File: src/rtl/pulse_gen_pkg.sv
// constants and register layout for the programmable pulse generator
package pulse_gen_pkg;
  localparam logic [7:0] CTRL0_ADDR     = 8'hb1;
  localparam logic [7:0] CTRL2_ADDR     = 8'hb2;
  localparam logic [7:0] RELOAD_LO_ADDR = 8'hb3;
  localparam logic [7:0] TIMER_LO_ADDR  = 8'hb6;
  localparam logic [7:0] TIMER_HI_ADDR  = 8'hb7;
  localparam logic [7:0] COUNT_ADDR     = 8'hb4;
  localparam int OUT_EN_BIT   = 7;
  localparam int RELOAD_BIT   = 6;
  localparam int STYLE_BIT    = 4;
  localparam int DIV_BIT      = 3;
  localparam int CNT_EN_BIT   = 2;
  localparam int CNT_CLR_BIT  = 1;
  localparam int EDGE_BIT     = 0;
  localparam int RATE_HI      = 7;
  localparam int RATE_LO      = 6;
  localparam int DEC_HI       = 5;
  localparam int TOP_BIT      = 0;
  localparam logic [7:0] CTRL0_RESET = 8'h00;
  localparam logic [7:0] CTRL0_MASK  = 8'hdf;
  localparam logic [7:0] CTRL2_MASK  = 8'hf1;
  localparam logic [8:0] WORK_RESET  = 9'h000;
  localparam logic [1:0] DIV2_LAST   = 2'h1;
  localparam logic [1:0] DIV4_LAST   = 2'h3;
  // approach step period in generator ticks: 512 shifted by the rate field
  localparam logic [12:0] RATE_BASE  = 13'h0200;
  localparam logic [12:0] ONE_TICK   = 13'h0001;
endpackage

File: src/rtl/pulse_edge_sync.sv
// three-stage synchroniser with agreement filter and edge pulses
`timescale 1ns/1ps
`default_nettype none
module pulse_edge_sync (
  input  wire logic clk_i,
  input  wire logic rst_i,
  input  wire logic async_i,
  output logic      rise_o,
  output logic      fall_o
);
  typedef struct packed {
    logic s1;
    logic s2;
    logic s3;
    logic level;
    logic rise;
    logic fall;
  } sync_s;
  sync_s st;
  sync_s next_st;
  always_comb begin
    next_st = st;
    next_st.s1 = async_i;
    next_st.s2 = st.s1;
    next_st.s3 = st.s2;
    next_st.rise = 1'b0;
    next_st.fall = 1'b0;
    // level moves only when stages two and three agree
    if (st.s2 == st.s3 && st.s3 != st.level) begin
      next_st.level = st.s3;
      next_st.rise = st.s3;
      next_st.fall = ~st.s3;
    end
  end
  always_ff @(posedge clk_i) begin
    if (rst_i) begin
      st <= '0;
    end else begin
      st <= next_st;
    end
  end
  assign rise_o = st.rise;
  assign fall_o = st.fall;
endmodule
`default_nettype wire

File: src/rtl/pulse_gen_ctrl.sv
// control logic of the programmable pulse generator
//
// Behaviour
// - single pulse mode: writing one to enable gives exactly one pulse.
// - single pulse mode: hardware clears enable when the timer times up.
// - synchronous mode: one pulse per trigger comparator event while enabled and no pulse is active.
// - reload style zero: working value follows reload value directly.
// - reload style one: working value steps toward reload at chosen rate.
// - bit 4 selects single pulse (0) or synchronous (1) operation.
// - generator clock is system clock over two (0) or four (1).
// - trigger events are counted only while count enable is one.
// - writing one to count clear resets counter; bit self-clears.
// - edge select: falling edges when zero, rising edges when one.
// - synchronous, decrement style 0x: stop event clears enable, halts pulse.
// - reload buffer is nine bits; bit 8 lives in a separate register.
`timescale 1ns/1ps
`default_nettype none
module pulse_gen_ctrl
  import pulse_gen_pkg::*;
(
  input  wire logic       CLK_I,
  input  wire logic       RST_I,
  input  wire logic [7:0] ADDR_I,
  input  wire logic [7:0] WDATA_I,
  input  wire logic       WR_I,
  input  wire logic       RD_I,
  input  wire logic       TRIG_CMP_I,
  input  wire logic       STOP_CMP_I,
  output logic      [7:0] RDATA_O,
  output logic            PULSE_O
);
  typedef struct packed {
    logic [7:0]  ctrl0;
    logic [7:0]  ctrl2;
    logic [7:0]  reload_lo;
    logic [8:0]  work;
    logic [8:0]  pulse_timer;
    logic [1:0]  div_cnt;
    logic [12:0] rate_cnt;
    logic [7:0]  event_count;
    logic        busy;
    logic        pulse;
    logic [7:0]  rdata;
  } gen_s;
  gen_s st;
  gen_s next_st;

  logic trig_rise;
  logic trig_fall;
  logic stop_rise;
  logic tick;
  logic trig_event;
  logic [8:0]  reload_val;
  logic [12:0] rate_period;

  pulse_edge_sync u_trig_sync (
    .clk_i   (CLK_I),
    .rst_i   (RST_I),
    .async_i (TRIG_CMP_I),
    .rise_o  (trig_rise),
    .fall_o  (trig_fall)
  );
  pulse_edge_sync u_stop_sync (
    .clk_i   (CLK_I),
    .rst_i   (RST_I),
    .async_i (STOP_CMP_I),
    .rise_o  (stop_rise),
    .fall_o  ()
  );
  assign reload_val = {st.ctrl2[TOP_BIT], st.reload_lo};
  assign tick = st.ctrl0[DIV_BIT] ? (st.div_cnt == DIV4_LAST)
                                  : (st.div_cnt == DIV2_LAST);
  assign trig_event = st.ctrl0[EDGE_BIT] ? trig_rise : trig_fall;
  assign rate_period = RATE_BASE << st.ctrl2[RATE_HI:RATE_LO];

  always_comb begin
    next_st = st;
    next_st.rdata = 8'h00;
    next_st.div_cnt = tick ? 2'h0 : st.div_cnt + 2'h1;

    if (!st.ctrl0[RELOAD_BIT]) begin
      next_st.work = reload_val;
      next_st.rate_cnt = 13'h0000;
    end else if (tick) begin
      // gradual approach, one step per period
      if (st.rate_cnt + ONE_TICK >= rate_period) begin
        next_st.rate_cnt = 13'h0000;
        if (st.work < reload_val) begin
          next_st.work = st.work + 9'h001;
        end else if (st.work > reload_val) begin
          next_st.work = st.work - 9'h001;
        end
      end else begin
        next_st.rate_cnt = st.rate_cnt + ONE_TICK;
      end
    end

    // timer advances on generator ticks while a pulse is active
    if (st.busy && tick) begin
      if (st.pulse_timer + 9'h001 >= st.work) begin
        next_st.busy = 1'b0;
        next_st.pulse_timer = 9'h000;
        // single pulse ends and clears enable
        if (!st.ctrl0[STYLE_BIT]) begin
          next_st.ctrl0[OUT_EN_BIT] = 1'b0;
        end
      end else begin
        next_st.pulse_timer = st.pulse_timer + 9'h001;
      end
    end

    // each trigger event while enabled and no pulse is active starts a pulse in synchronous mode
    if (st.ctrl0[STYLE_BIT] && st.ctrl0[OUT_EN_BIT] && trig_event
        && !st.busy) begin
      next_st.busy = 1'b1;
      next_st.pulse_timer = 9'h000;
    end

    if (st.ctrl0[CNT_EN_BIT] && trig_event) begin
      next_st.event_count = st.event_count + 8'h01;
    end
    // clear is a one-cycle self-clearing bit
    if (st.ctrl0[CNT_CLR_BIT]) begin
      next_st.event_count = 8'h00;
      next_st.ctrl0[CNT_CLR_BIT] = 1'b0;
    end

    // stop event halts output without decrement
    if (st.ctrl0[STYLE_BIT] && !st.ctrl2[DEC_HI] && stop_rise) begin
      next_st.ctrl0[OUT_EN_BIT] = 1'b0;
      next_st.busy = 1'b0;
      next_st.pulse_timer = 9'h000;
    end

    if (WR_I) begin
      case (ADDR_I)
        CTRL0_ADDR: begin
          next_st.ctrl0 = WDATA_I & CTRL0_MASK;
          // a write of one fires exactly one pulse
          if (!WDATA_I[STYLE_BIT] && WDATA_I[OUT_EN_BIT] && !st.busy) begin
            next_st.busy = 1'b1;
            next_st.pulse_timer = 9'h000;
          end
        end
        CTRL2_ADDR:     next_st.ctrl2 = WDATA_I & CTRL2_MASK;
        RELOAD_LO_ADDR: next_st.reload_lo = WDATA_I;
        default: begin
          next_st.rdata = 8'h00;
        end
      endcase
    end

    if (RD_I) begin
      case (ADDR_I)
        CTRL0_ADDR:     next_st.rdata = st.ctrl0;
        CTRL2_ADDR:     next_st.rdata = st.ctrl2;
        RELOAD_LO_ADDR: next_st.rdata = st.reload_lo;
        TIMER_LO_ADDR:  next_st.rdata = st.pulse_timer[7:0];
        TIMER_HI_ADDR:  next_st.rdata = {7'h00, st.pulse_timer[8]};
        COUNT_ADDR:     next_st.rdata = st.event_count;
        default:        next_st.rdata = 8'h00;
      endcase
    end

    // output high while the pulse is active
    next_st.pulse = next_st.busy;
  end

  always_ff @(posedge CLK_I) begin
    if (RST_I) begin
      st <= '0;
    end else begin
      st <= next_st;
    end
  end

  assign RDATA_O = st.rdata;
  assign PULSE_O = st.pulse;
endmodule
`default_nettype wire

File: config.mk
export PLATFORM = sky130hd
export DESIGN_NAME = pulse_gen_ctrl
export DESIGN_NICKNAME = d
export VERILOG_FILES = /design/src/rtl/pulse_gen_pkg.sv /design/src/rtl/pulse_edge_sync.sv /design/src/rtl/pulse_gen_ctrl.sv
export SDC_FILE = /design/constraint.sdc
export NUM_CORES = 1
export LEC_CHECK = 0
export BUFFER_PORTS_ARGS = -buffer_cell sky130_fd_sc_hd__buf_4
export CAP_MARGIN = 10
export CORE_MARGIN = 2
export CORE_UTILIZATION = 50
export DETAILED_ROUTE_END_ITERATION = 10
export GPL_TIMING_DRIVEN = 0
export PLACE_DENSITY = 0.69
export SYNTH_ARGS = -nofsm -noshare
export SYNTH_HDL_FRONTEND = slang
export SYNTH_SLANG_ARGS = --single-unit
File: constraint.sdc
create_clock -name CLK_I -period 4.3 [get_ports CLK_I]
set_clock_uncertainty 0.05 [all_clocks]
set_input_delay 0.43 -clock CLK_I [delete_from_list [all_inputs] [get_ports CLK_I]]
set_output_delay 0.43 -clock CLK_I [all_outputs]
set_load 0.01 [all_outputs]
==> impl_results.md, run 1 <==
- Vias in the first global route: 3763
- Worst-path fanout max: 8
- Drc violations: 0
- CP Capture Type: flip-flop
- GRT Max-Usage Layer: met2
- GRT met2 Usage: 0.362
- Die area: 9970 sq um
- TritonCTS Sinks: 81
- Setup_tns: 0 ns
- # setup viols final: 0
- Seq cells post-synth: 81
- Actual slew at the worst max-slew pin: 0.707 ns
- Antenna viol nets, final: 0
- Final Cell Area: 5170 sq um
- Remaining Overflow, GRT: 0
- Avg Synthesized Cell Area: 8.27 sq um
- Min-Delay Path Class: input port to flip-flop
- Post-Syn Area: 4590 sq um
- Drt total wl: 11200 microns
- Area post-placement: 4940 sq um
- Power per cell area: 285 nW/um^2
- Gpl congestion: 0.873
- Sequential-to-total area share from yosys stat: 0.353
- Drt pass-1 iters: 5
- Post-cts resize count: 0
- Placed cell count: 691
- Max Transition Viols Final: 0
- Leakage: 1.93 nW
- Antenna violations before repair: 0
- Die span in y: 99.8 microns
- Final Non-Filler Cells: 707
- Fraction of registers with async set/reset: 0
- # IOs: 31
- Total CTS buffers: 9
- Worst setup SP type: flip-flop
- Global-route wire length before repair: 18500 microns
- WS Path Type: flip-flop to flip-flop
- Fmax: 265 MHz
- Met1 GRT Util: 0.332
- Core Rows: 34
- Most frequent cell after synthesis: dfxtp_1
- # diodes: 0
- Synth-to-layout area growth: 12.6%
- Gr usage total: 0.234
- # hold bufs at CTS: 0
- Final period util: 0.878
- DR WL/cell: 15.8 microns
- Vias post-DR: 4162
- Top cells by instance count after synthesis: dfxtp_1, nand2_1, a21oi_1
- Post-CTS Setup Inserts: 0
- Initial core utilization: 0.521
- Max IR drop VDD: 0.169 mV
- Share of cells above drive strength 1: 0.120
- CTS tree: yes
- Required time of the critical path: 4.53 ns
- Die width: 99.8 microns
- Max-slew headroom: 0.529
- RSZ-0062 raised after global routing: false
- Ranking of synthesized cells by area: dfxtp_1, ha_1, a21oi_1
- Library cells used by synthesis: 64
- Status: completed
- Pin count of the biggest net entering global routing: 17
- GR Util met3: 0.0460
- Leading area contributor after synthesis: dfxtp_1
- Worst reg-to-reg setup slack: 0.52 ns
- CTS Root Buffer Type: clkbuf_8
- Clock Path Buffers: 2
- Clock slew seen by the registers of the worst setup and hold paths: 0.09 ns
- Critical path data arrival time: 4.01 ns
- Post-synth EDFFs: 0
- Final Hold Viols: 0
- Post-layout min period: 3.78 ns
- Dominant synthesized flop cell: dfxtp_1
- Synth Instances: 555
- Via density: 5.89
- Synth top area share: 0.353
- Final HPWL DP: 8500 microns
- Max-Cap Viols: 0
- Synth Warn #: 0
- Syn nets: 610
- Filler cells: 807
- Nets: 649
- Total power: 0.00147 W
- Core area: 8810 sq um
- Htree depth: 3
- Drt initial violations: 249
- Worst-Skew Late Latency: 0.37 ns
- Port buffer count: 28
[state kept, by name, summed over array words and instances, names as in the netlist, 2 cells and up]
register	cells
u_trig_sync.st	2
u_stop_sync.st	2
RDATA_O	8
st	52
u_stop_sync.next_st	2
reload_val	9
u_trig_sync.next_st	2
[power by group]
| group | total [W] | internal, W | leakage (nW) | switching (W) |
|---|---|---|---|---|
| Sequential | 0.000755 | 0.000753 | 0.653 | 0.00000234 |
| Clock | 0.000650 | 0.000340 | 0.118 | 0.000310 |
| Combinational | 0.0000676 | 0.0000261 | 1.16 | 0.0000415 |
[placed cells by master (no fill, tap or decap), types with 4 or more instances in the layout]
cell type,Yosys,layout
a211oi_1,6,6
a21o_1,5,5
a21oi_1,58,58
a222oi_1,6,6
a22oi_1,6,6
a31oi_1,4,4
and2_1,6,6
and3_1,5,5
buf_2,4,4
buf_4,8,36
clkbuf_1,14,14
clkbuf_8,0,9
dfxtp_1,81,81
ha_1,32,32
inv_1,22,22
mux2i_1,9,9
nand2_1,64,64
nand2b_1,6,6
nand3_1,33,33
nand3b_1,5,5
nand4_1,5,5
nor2_1,38,38
nor2b_1,11,11
nor3_1,10,10
nor3b_1,6,6
o21ai_0,25,25
or3_1,8,8
xnor2_1,14,14
xor2_1,11,11
[worst paths after layout]
| kind | startpoint | to | depth (start not counted) |
|---|---|---|---|
| worst max-delay path | st[18]$_SDFFE_PP0P_ | st[49]$_SDFFE_PP0P_ | 13 |
| worst min-delay path | STOP_CMP_I | u_stop_sync.next_st[4]$_SDFF_PP0_ | 2 |
| worst max register to register | st[18]$_SDFFE_PP0P_ | st[49]$_SDFFE_PP0P_ | 13 |
| worst min register to register | u_trig_sync.next_st[4]$_SDFF_PP0_ | u_trig_sync.next_st[3]$_SDFF_PP0_ | 1 |
[final cells by class]
cell class,instances,area (sq um),area share
flip-flops and latches,81,1620,0.314
repair buffers,28,210,0.0407
clock buffers,9,124,0.0240
well taps,108,135,0.0261
plain buffers,32,181,0.0351
clock inverters,7,109,0.0211
multi-input cells,420,2710,0.523
inverters,22,82.6,0.0160
[per-layer routing]
layer | up-vias | wire length [microns]
met3 | 14 | 742
met4 | 0 | 162
met1 | 1950 | 5360
met5 | - | 0
li1 | 2056 | -
met2 | 142 | 4920
[cell families (layout without fill, tap and decap cells)]
kind of cell	after synthesis	after routing	synth area share
simple gates	217	217	0.243
mux	11	11	0.0245
xor+xnor	25	25	0.0477
flops	81	81	0.353
compound gates	134	134	0.182
fa+ha+maj	33	33	0.0916
buf+inv	54	98	0.0575
[through the flow]
stage | setup slack [ns] | util | hold WS [ns]
floorplan | 1.16 | - | 0.364
global placement | 0.610 | 0.561 | 0.378
detailed placement | 0.574 | 0.561 | 0.378
CTS | 0.545 | 0.587 | 0.218
global route | 0.181 | 0.587 | 0.227
finish | 0.524 | 0.587 | 0.226
[worst max-delay path, cell delays in order (launching register included)]
cell,delay (ns)
dfxtp_1,0.41
ha_1,0.21
nand3_1,0.19
nor4_2,0.48
nand3_1,0.20
xnor2_1,0.17
ha_1,0.28
o21ai_0,0.08
a22oi_1,0.55
nand2_1,0.28
or2_1,0.30
buf_6,0.14
mux2i_1,0.13
a211oi_1,0.23
Power figures use the tool's default switching activity.
==> inputs of run 2 (changes only) <==
CORE_ASPECT_RATIO = 1.25   (was default)
==> impl_results.md, run 2 (synthesis results as in run 1) <==
- Status: completed (unchanged)
- Actual slew at the worst max-slew pin: 0.670 ns (was 0.707 ns)
- Gr usage total: 0.236 (was 0.234)
- Filler cells: 802 (was 807)
- WS Path Type: flip-flop to flip-flop (unchanged)
- Clock slew seen by the registers of the worst setup and hold paths: 0.07 ns (was 0.09 ns)
- Leakage: 1.97 nW (was 1.93 nW)
- Worst setup path startpoint: st[18]$_SDFFE_PP0P_ (unchanged)
- GR Util met3: 0.0292 (was 0.0460)
- Required time of the critical path: 4.50 ns (was 4.53 ns)
- Max-Cap Viols: 0 (unchanged)
- Reg2reg start: st[18]$_SDFFE_PP0P_ (unchanged)
- Die area: 9970 sq um (about the same)
- Max-slew headroom: 0.552 (was 0.529)
- Met1 GRT Util: 0.277 (was 0.332)
- Clock Path Buffers: 2 (unchanged)
- Final period util: 0.858 (was 0.878)
- Synth-to-layout area growth: 15.2% (was 12.6%)
- Core area: 9030 sq um (was 8810 sq um)
- Vias in the first global route: 3946 (was 3763)
- Post-cts resize count: 0 (unchanged)
- Antenna viol nets, final: 0 (unchanged)
- Drt initial violations: 294 (was 249)
- Die span in y: 111 microns (was 99.8 microns)
- Drt total wl: 11400 microns (was 11200 microns)
- Drt pass-1 iters: 5 (unchanged)
- Power per cell area: 319 nW/um^2 (was 285 nW/um^2)
- # IOs: 31 (unchanged)
- Pin count of the biggest net entering global routing: 17 (unchanged)
- Fin util: 0.586 (was 0.587)
- Post-layout min period: 3.69 ns (was 3.78 ns)
- Die width: 89.7 microns (was 99.8 microns)
- Crit path cell chain: ha_1, nand3_1, nor4_2, nand3_1, xnor2_1, ha_1, o21ai_0, a22oi_1, nand2_1, or2_1, buf_6, mux2i_1, a211oi_1 (unchanged)
- CTS Root Buffer Type: clkbuf_16 (was clkbuf_8)
- Slowest cell on crit path: a22oi_1 (unchanged)
- CP Capture Type: flip-flop (unchanged)
- Critical R2R Capture: st[49]$_SDFFE_PP0P_ (unchanged)
- Reg area: 1620 sq um (unchanged)
- Max IR drop VDD: 0.273 mV (was 0.169 mV)
- Setup_tns: 0 ns (unchanged)
- Global-route wire length before repair: 19000 microns (was 18500 microns)
- Hold_sp: TRIG_CMP_I (was STOP_CMP_I)
- Nets: 649 (unchanged)
- Most frequent cells in the layout: dfxtp_1, nand2_1, a21oi_1, nor2_1, buf_4 (unchanged)
- Max reg flops: 52 (unchanged)
- Worst reg-to-reg setup slack: 0.61 ns (was 0.52 ns)
- Min-Delay Path Class: input port to flip-flop (unchanged)
- RSZ-0062 raised after global routing: false (unchanged)
- R2R depth: 13 (unchanged)
- CTS tree: yes (unchanged)
- Worst setup SP type: flip-flop (unchanged)
- Multi-input gate area: 2710 sq um (unchanged)
- TritonCTS Sinks: 81 (unchanged)
- Max Transition Viols Final: 0 (unchanged)
- GRT met2 Usage: 0.427 (was 0.362)
- # setup viols final: 0 (unchanged)
- Post-CTS Setup Inserts: 0 (unchanged)
- Worst-path fanout max: 8 (unchanged)
- Drc violations: 0 (unchanged)
- Final Hold Viols: 0 (unchanged)
- # hold bufs at CTS: 0 (unchanged)
- Initial core utilization: 0.509 (was 0.521)
- Vias post-DR: 4131 (was 4162)
- Htree depth: 3 (unchanged)
- Slowest stage delay, CP: 0.52 ns (was 0.55 ns)
- DR WL/cell: 15.7 microns (was 15.8 microns)
- Reg with most FFs: st (unchanged)
- Final HPWL DP: 8610 microns (was 8500 microns)
- Gpl congestion: 0.873 (about the same)
- Antenna violations before repair: 0 (unchanged)
- Port buffer count: 28 (unchanged)
- Share of cells above drive strength 1: 0.120 (unchanged)
- GRT Max-Usage Layer: met2 (unchanged)
- Critical Path Sink: st[49]$_SDFFE_PP0P_ (unchanged)
- # diodes: 0 (unchanged)
- Via density: 5.72 (was 5.89)
- Total CTS buffers: 9 (unchanged)
- Core Rows: 39 (was 34)
- Worst-Skew Late Latency: 0.34 ns (was 0.37 ns)
- Fmax: 271 MHz (was 265 MHz)
- Commonest non-fill, non-tap cell in the layout: dfxtp_1 (unchanged)
- Critical path data arrival time: 3.89 ns (was 4.01 ns)
- Remaining Overflow, GRT: 0 (unchanged)
==> run 2: cell counts in the layout (fill, tap and decap cells not counted) <==
Identical to the previous run, type by type.
==> run 2: critical path, delay by kind of cell, from the launching register on <==
| family | cells | cell delay, ns |
|---|---|---|
| mux | 1 | 0.12 |
| buf+inv | 1 | 0.15 |
| flops | 1 | 0.39 |
| simple gates | 5 | 1.40 |
| compound gates | 3 | 0.83 |
| xor+xnor | 1 | 0.18 |
| fa+ha+maj | 2 | 0.48 |
==> run 2: power by group <==
| part | switching, W | leakage [nW] | internal, W |
|---|---|---|---|
| registers | 0.00000223 | 0.653 | 0.000753 |
| logic | 0.0000426 | 1.16 | 0.0000261 |
| clock network | 0.000342 | 0.164 | 0.000522 |
==> run 2: final cells by class <==
cell class | instances | area share
clock inverter | 7 | 0.0206
timing repair buffer | 28 | 0.0397
inverter | 22 | 0.0156
clock buffer | 9 | 0.0426
buffer | 32 | 0.0343
multi-input combinational | 420 | 0.512
tap | 123 | 0.0291
sequential | 81 | 0.307
==> run 2: worst min-delay path by stage <==
stage	endpoint	slack, ns	cells past startpoint
2_1_floorplan	u_stop_sync.next_st[3]$_SDFF_PP0_	0.36	1
3_3_place_gp	u_trig_sync.next_st[3]$_SDFF_PP0_	0.37	1
3_5_place_dp	u_stop_sync.next_st[3]$_SDFF_PP0_	0.38	1
4_1_cts	u_trig_sync.next_st[4]$_SDFF_PP0_	0.26	2
5_1_grt	u_trig_sync.next_st[4]$_SDFF_PP0_	0.29	2
6_report	u_trig_sync.next_st[4]$_SDFF_PP0_	0.26	2
==> run 2: layer usage <==
metal / part of all wire / vias to the layer above
met5: 0 / -
met4: 0.033 / 0
met3: 0.040 / 21
met2: 0.51 / 103
met1: 0.41 / 1941
li1: - / 2066
==> run 2: through the flow <==
stage / hold WS [ns] / instances / area [sq um] / power [W] / setup WS (ns)
3_5_place_dp: 0.380 / 706 / 4960 / 0.000841 / 0.598
6_report: 0.265 / 722 / 5290 / 0.00169 / 0.611
2_1_floorplan: 0.364 / 555 / 4590 / 0.000808 / 1.16
5_1_grt: 0.287 / 722 / 5290 / 0.00173 / 0.267
4_1_cts: 0.262 / 722 / 5290 / 0.00170 / 0.573
3_3_place_gp: 0.367 / 706 / 4960 / 0.000839 / 0.634
==> inputs of run 3 (changes only) <==
REMOVE_ABC_BUFFERS = 1   (was default)
==> impl_results.md, run 3 (synthesis results as in run 1) <==
- Status: completed (unchanged)
- Final Hold Viols: 0 (unchanged)
- Final HPWL DP: 8110 microns (was 8610 microns)
- CTS Root Buffer Type: clkbuf_16 (unchanged)
- Die span in y: 111 microns (unchanged)
- Max reg flops: 52 (unchanged)
- Port buffer count: 30 (was 28)
- RSZ-0062 raised after global routing: false (unchanged)
- Post-cts resize count: 0 (unchanged)
- Post-CTS Setup Inserts: 0 (unchanged)
- Drt initial violations: 244 (was 294)
- Share of cells above drive strength 1: 0.107 (was 0.120)
- Initial core utilization: 0.509 (unchanged)
- Worst setup SP type: flip-flop (unchanged)
- Synth-to-layout area growth: 10.9% (was 15.2%)
- Reg with most FFs: st (unchanged)
- Actual slew at the worst max-slew pin: 0.742 ns (was 0.670 ns)
- Required time of the critical path: 4.51 ns (was 4.50 ns)
- Min-Delay Path Class: input port to flip-flop (unchanged)
- Fmax: 265 MHz (was 271 MHz)
- DR WL/cell: 16.1 microns (was 15.7 microns)
- Die width: 89.7 microns (unchanged)
- Critical path data arrival time: 3.98 ns (was 3.89 ns)
- Area post-placement: 4790 sq um (was 4960 sq um)
- Most frequent cells in the layout: dfxtp_1, nand2_1, a21oi_1, nor2_1, nand3_1 (was dfxtp_1, nand2_1, a21oi_1, nor2_1, buf_4)
- # hold bufs at CTS: 0 (unchanged)
- Reg2reg start: st[18]$_SDFFE_PP0P_ (unchanged)
- Nets: 620 (was 649)
- Max IR drop VDD: 0.273 mV (about the same)
- CTS tree: yes (unchanged)
- Drt pass-1 iters: 5 (unchanged)
- # diodes: 0 (unchanged)
- Die area: 9970 sq um (unchanged)
- Vias post-DR: 4061 (was 4131)
- Commonest non-fill, non-tap cell in the layout: dfxtp_1 (unchanged)
- Setup_tns: 0 ns (unchanged)
- Antenna violations before repair: 0 (unchanged)
- GRT met2 Usage: 0.423 (was 0.427)
- Antenna viol nets, final: 0 (unchanged)
- Hold_sp: STOP_CMP_I (was TRIG_CMP_I)
- Power per cell area: 310 nW/um^2 (was 319 nW/um^2)
- # setup viols final: 0 (unchanged)
- Total CTS buffers: 9 (unchanged)
- Core area: 9030 sq um (unchanged)
- R2R depth: 12 (was 13)
- TritonCTS Sinks: 81 (unchanged)
- GRT Max-Usage Layer: met2 (unchanged)
- Leakage: 1.86 nW (was 1.97 nW)
- Clock Path Buffers: 2 (unchanged)
- Final Cell Area: 5090 sq um (was 5290 sq um)
- Clock slew seen by the registers of the worst setup and hold paths: 0.07 ns (about the same)
- Via density: 5.86 (was 5.72)
- # IOs: 31 (unchanged)
- Max Transition Viols Final: 0 (unchanged)
- Core Rows: 39 (unchanged)
- WS Path Type: flip-flop to flip-flop (unchanged)
- Max-slew headroom: 0.505 (was 0.552)
- Cell depth of the worst hold path: 2 (unchanged)
- Met1 GRT Util: 0.258 (was 0.277)
- Worst-Skew Late Latency: 0.34 ns (about the same)
- GR Util met3: 0.0306 (was 0.0292)
- Vias in the first global route: 4065 (was 3946)
- Fin util: 0.564 (was 0.586)
- Global-route wire length before repair: 18800 microns (was 19000 microns)
- Drt total wl: 11100 microns (was 11400 microns)
- Post-layout min period: 3.77 ns (was 3.69 ns)
- Remaining Overflow, GRT: 0 (unchanged)
- Drc violations: 0 (unchanged)
- Final period util: 0.877 (was 0.858)
- Worst-path fanout max: 8 (unchanged)
- Gpl congestion: 0.851 (was 0.873)
- CP Capture Type: flip-flop (unchanged)
- Worst setup path startpoint: st[18]$_SDFFE_PP0P_ (unchanged)
- Gr usage total: 0.230 (was 0.236)
- Htree depth: 3 (unchanged)
- Max-Cap Viols: 0 (unchanged)
- Pin count of the biggest net entering global routing: 45 (was 17)
## run 3: cell types whose count changed in the layout (fill, tap and decap cells not counted)
cell | before | now
bufinv_16 | 2 | 0
buf_4 | 36 | 31
buf_6 | 2 | 0
clkbuf_1 | 14 | 0
buf_1 | 2 | 0
dlygate4sd3_1 | 1 | 0
clkbuf_8 | 0 | 1
buf_2 | 4 | 0
dlygate4sd1_1 | 1 | 0
clkinv_4 | 1 | 2
## run 3: area by class of cell
class                   instances  area (sq um)
clock buffers                  10           239
clock inverters                 6          57.6
fillers                       844          3930
inverters                      22          82.6
multi-input cells             420          2710
flip-flops and latches         81          1620
well taps                     123           154
repair buffers                 31           233
## run 3: where the power goes
group	internal, W	switching [W]	total (W)	leakage [nW]
sequential	0.000753	0.00000231	0.000756	0.653
clock	0.000421	0.000341	0.000762	0.147
combinational	0.0000243	0.0000389	0.0000632	1.06
total	0.00120	0.000382	0.00158	1.86
## run 3: per-layer routing
metal,wire (microns),part of all wire,vias to the layer above
li1,-,-,2008
met2,5800,0.52,97
met1,4530,0.41,1930
met5,0,0,-
met4,395,0.035,0
met3,396,0.036,26
## run 3: final timing paths
kind	endpoint	slack, ns
min reg2reg	u_stop_sync.next_st[3]$_SDFF_PP0_	0.39
max	st[46]$_SDFFE_PP0P_	0.53
min	u_stop_sync.next_st[4]$_SDFF_PP0_	0.25
max reg2reg	st[46]$_SDFFE_PP0P_	0.53
## run 3: worst max-delay path, stage by stage, from the launching register on
cell and delay [ns]:
dfxtp_1 0.40, ha_1 0.21, nand3_1 0.18, nor4_2 0.49
nand3_1 0.21, xnor2_1 0.17, ha_1 0.27, o21ai_0 0.07
a22oi_1 0.53, nand2_1 0.26, or2_1 0.44, mux2i_1 0.18
a211oi_1 0.23
## run 3: through the flow
stage | instances | setup WS [ns] | hold slack (ns) | power, W
2_1_floorplan | 523 | 1.16 | 0.364 | 0.000798
3_3_place_gp | 676 | 0.585 | 0.381 | 0.000834
3_5_place_dp | 676 | 0.541 | 0.378 | 0.000835
4_1_cts | 692 | 0.537 | 0.239 | 0.00159
5_1_grt | 693 | 0.174 | 0.273 | 0.00163
6_report | 693 | 0.527 | 0.245 | 0.00158
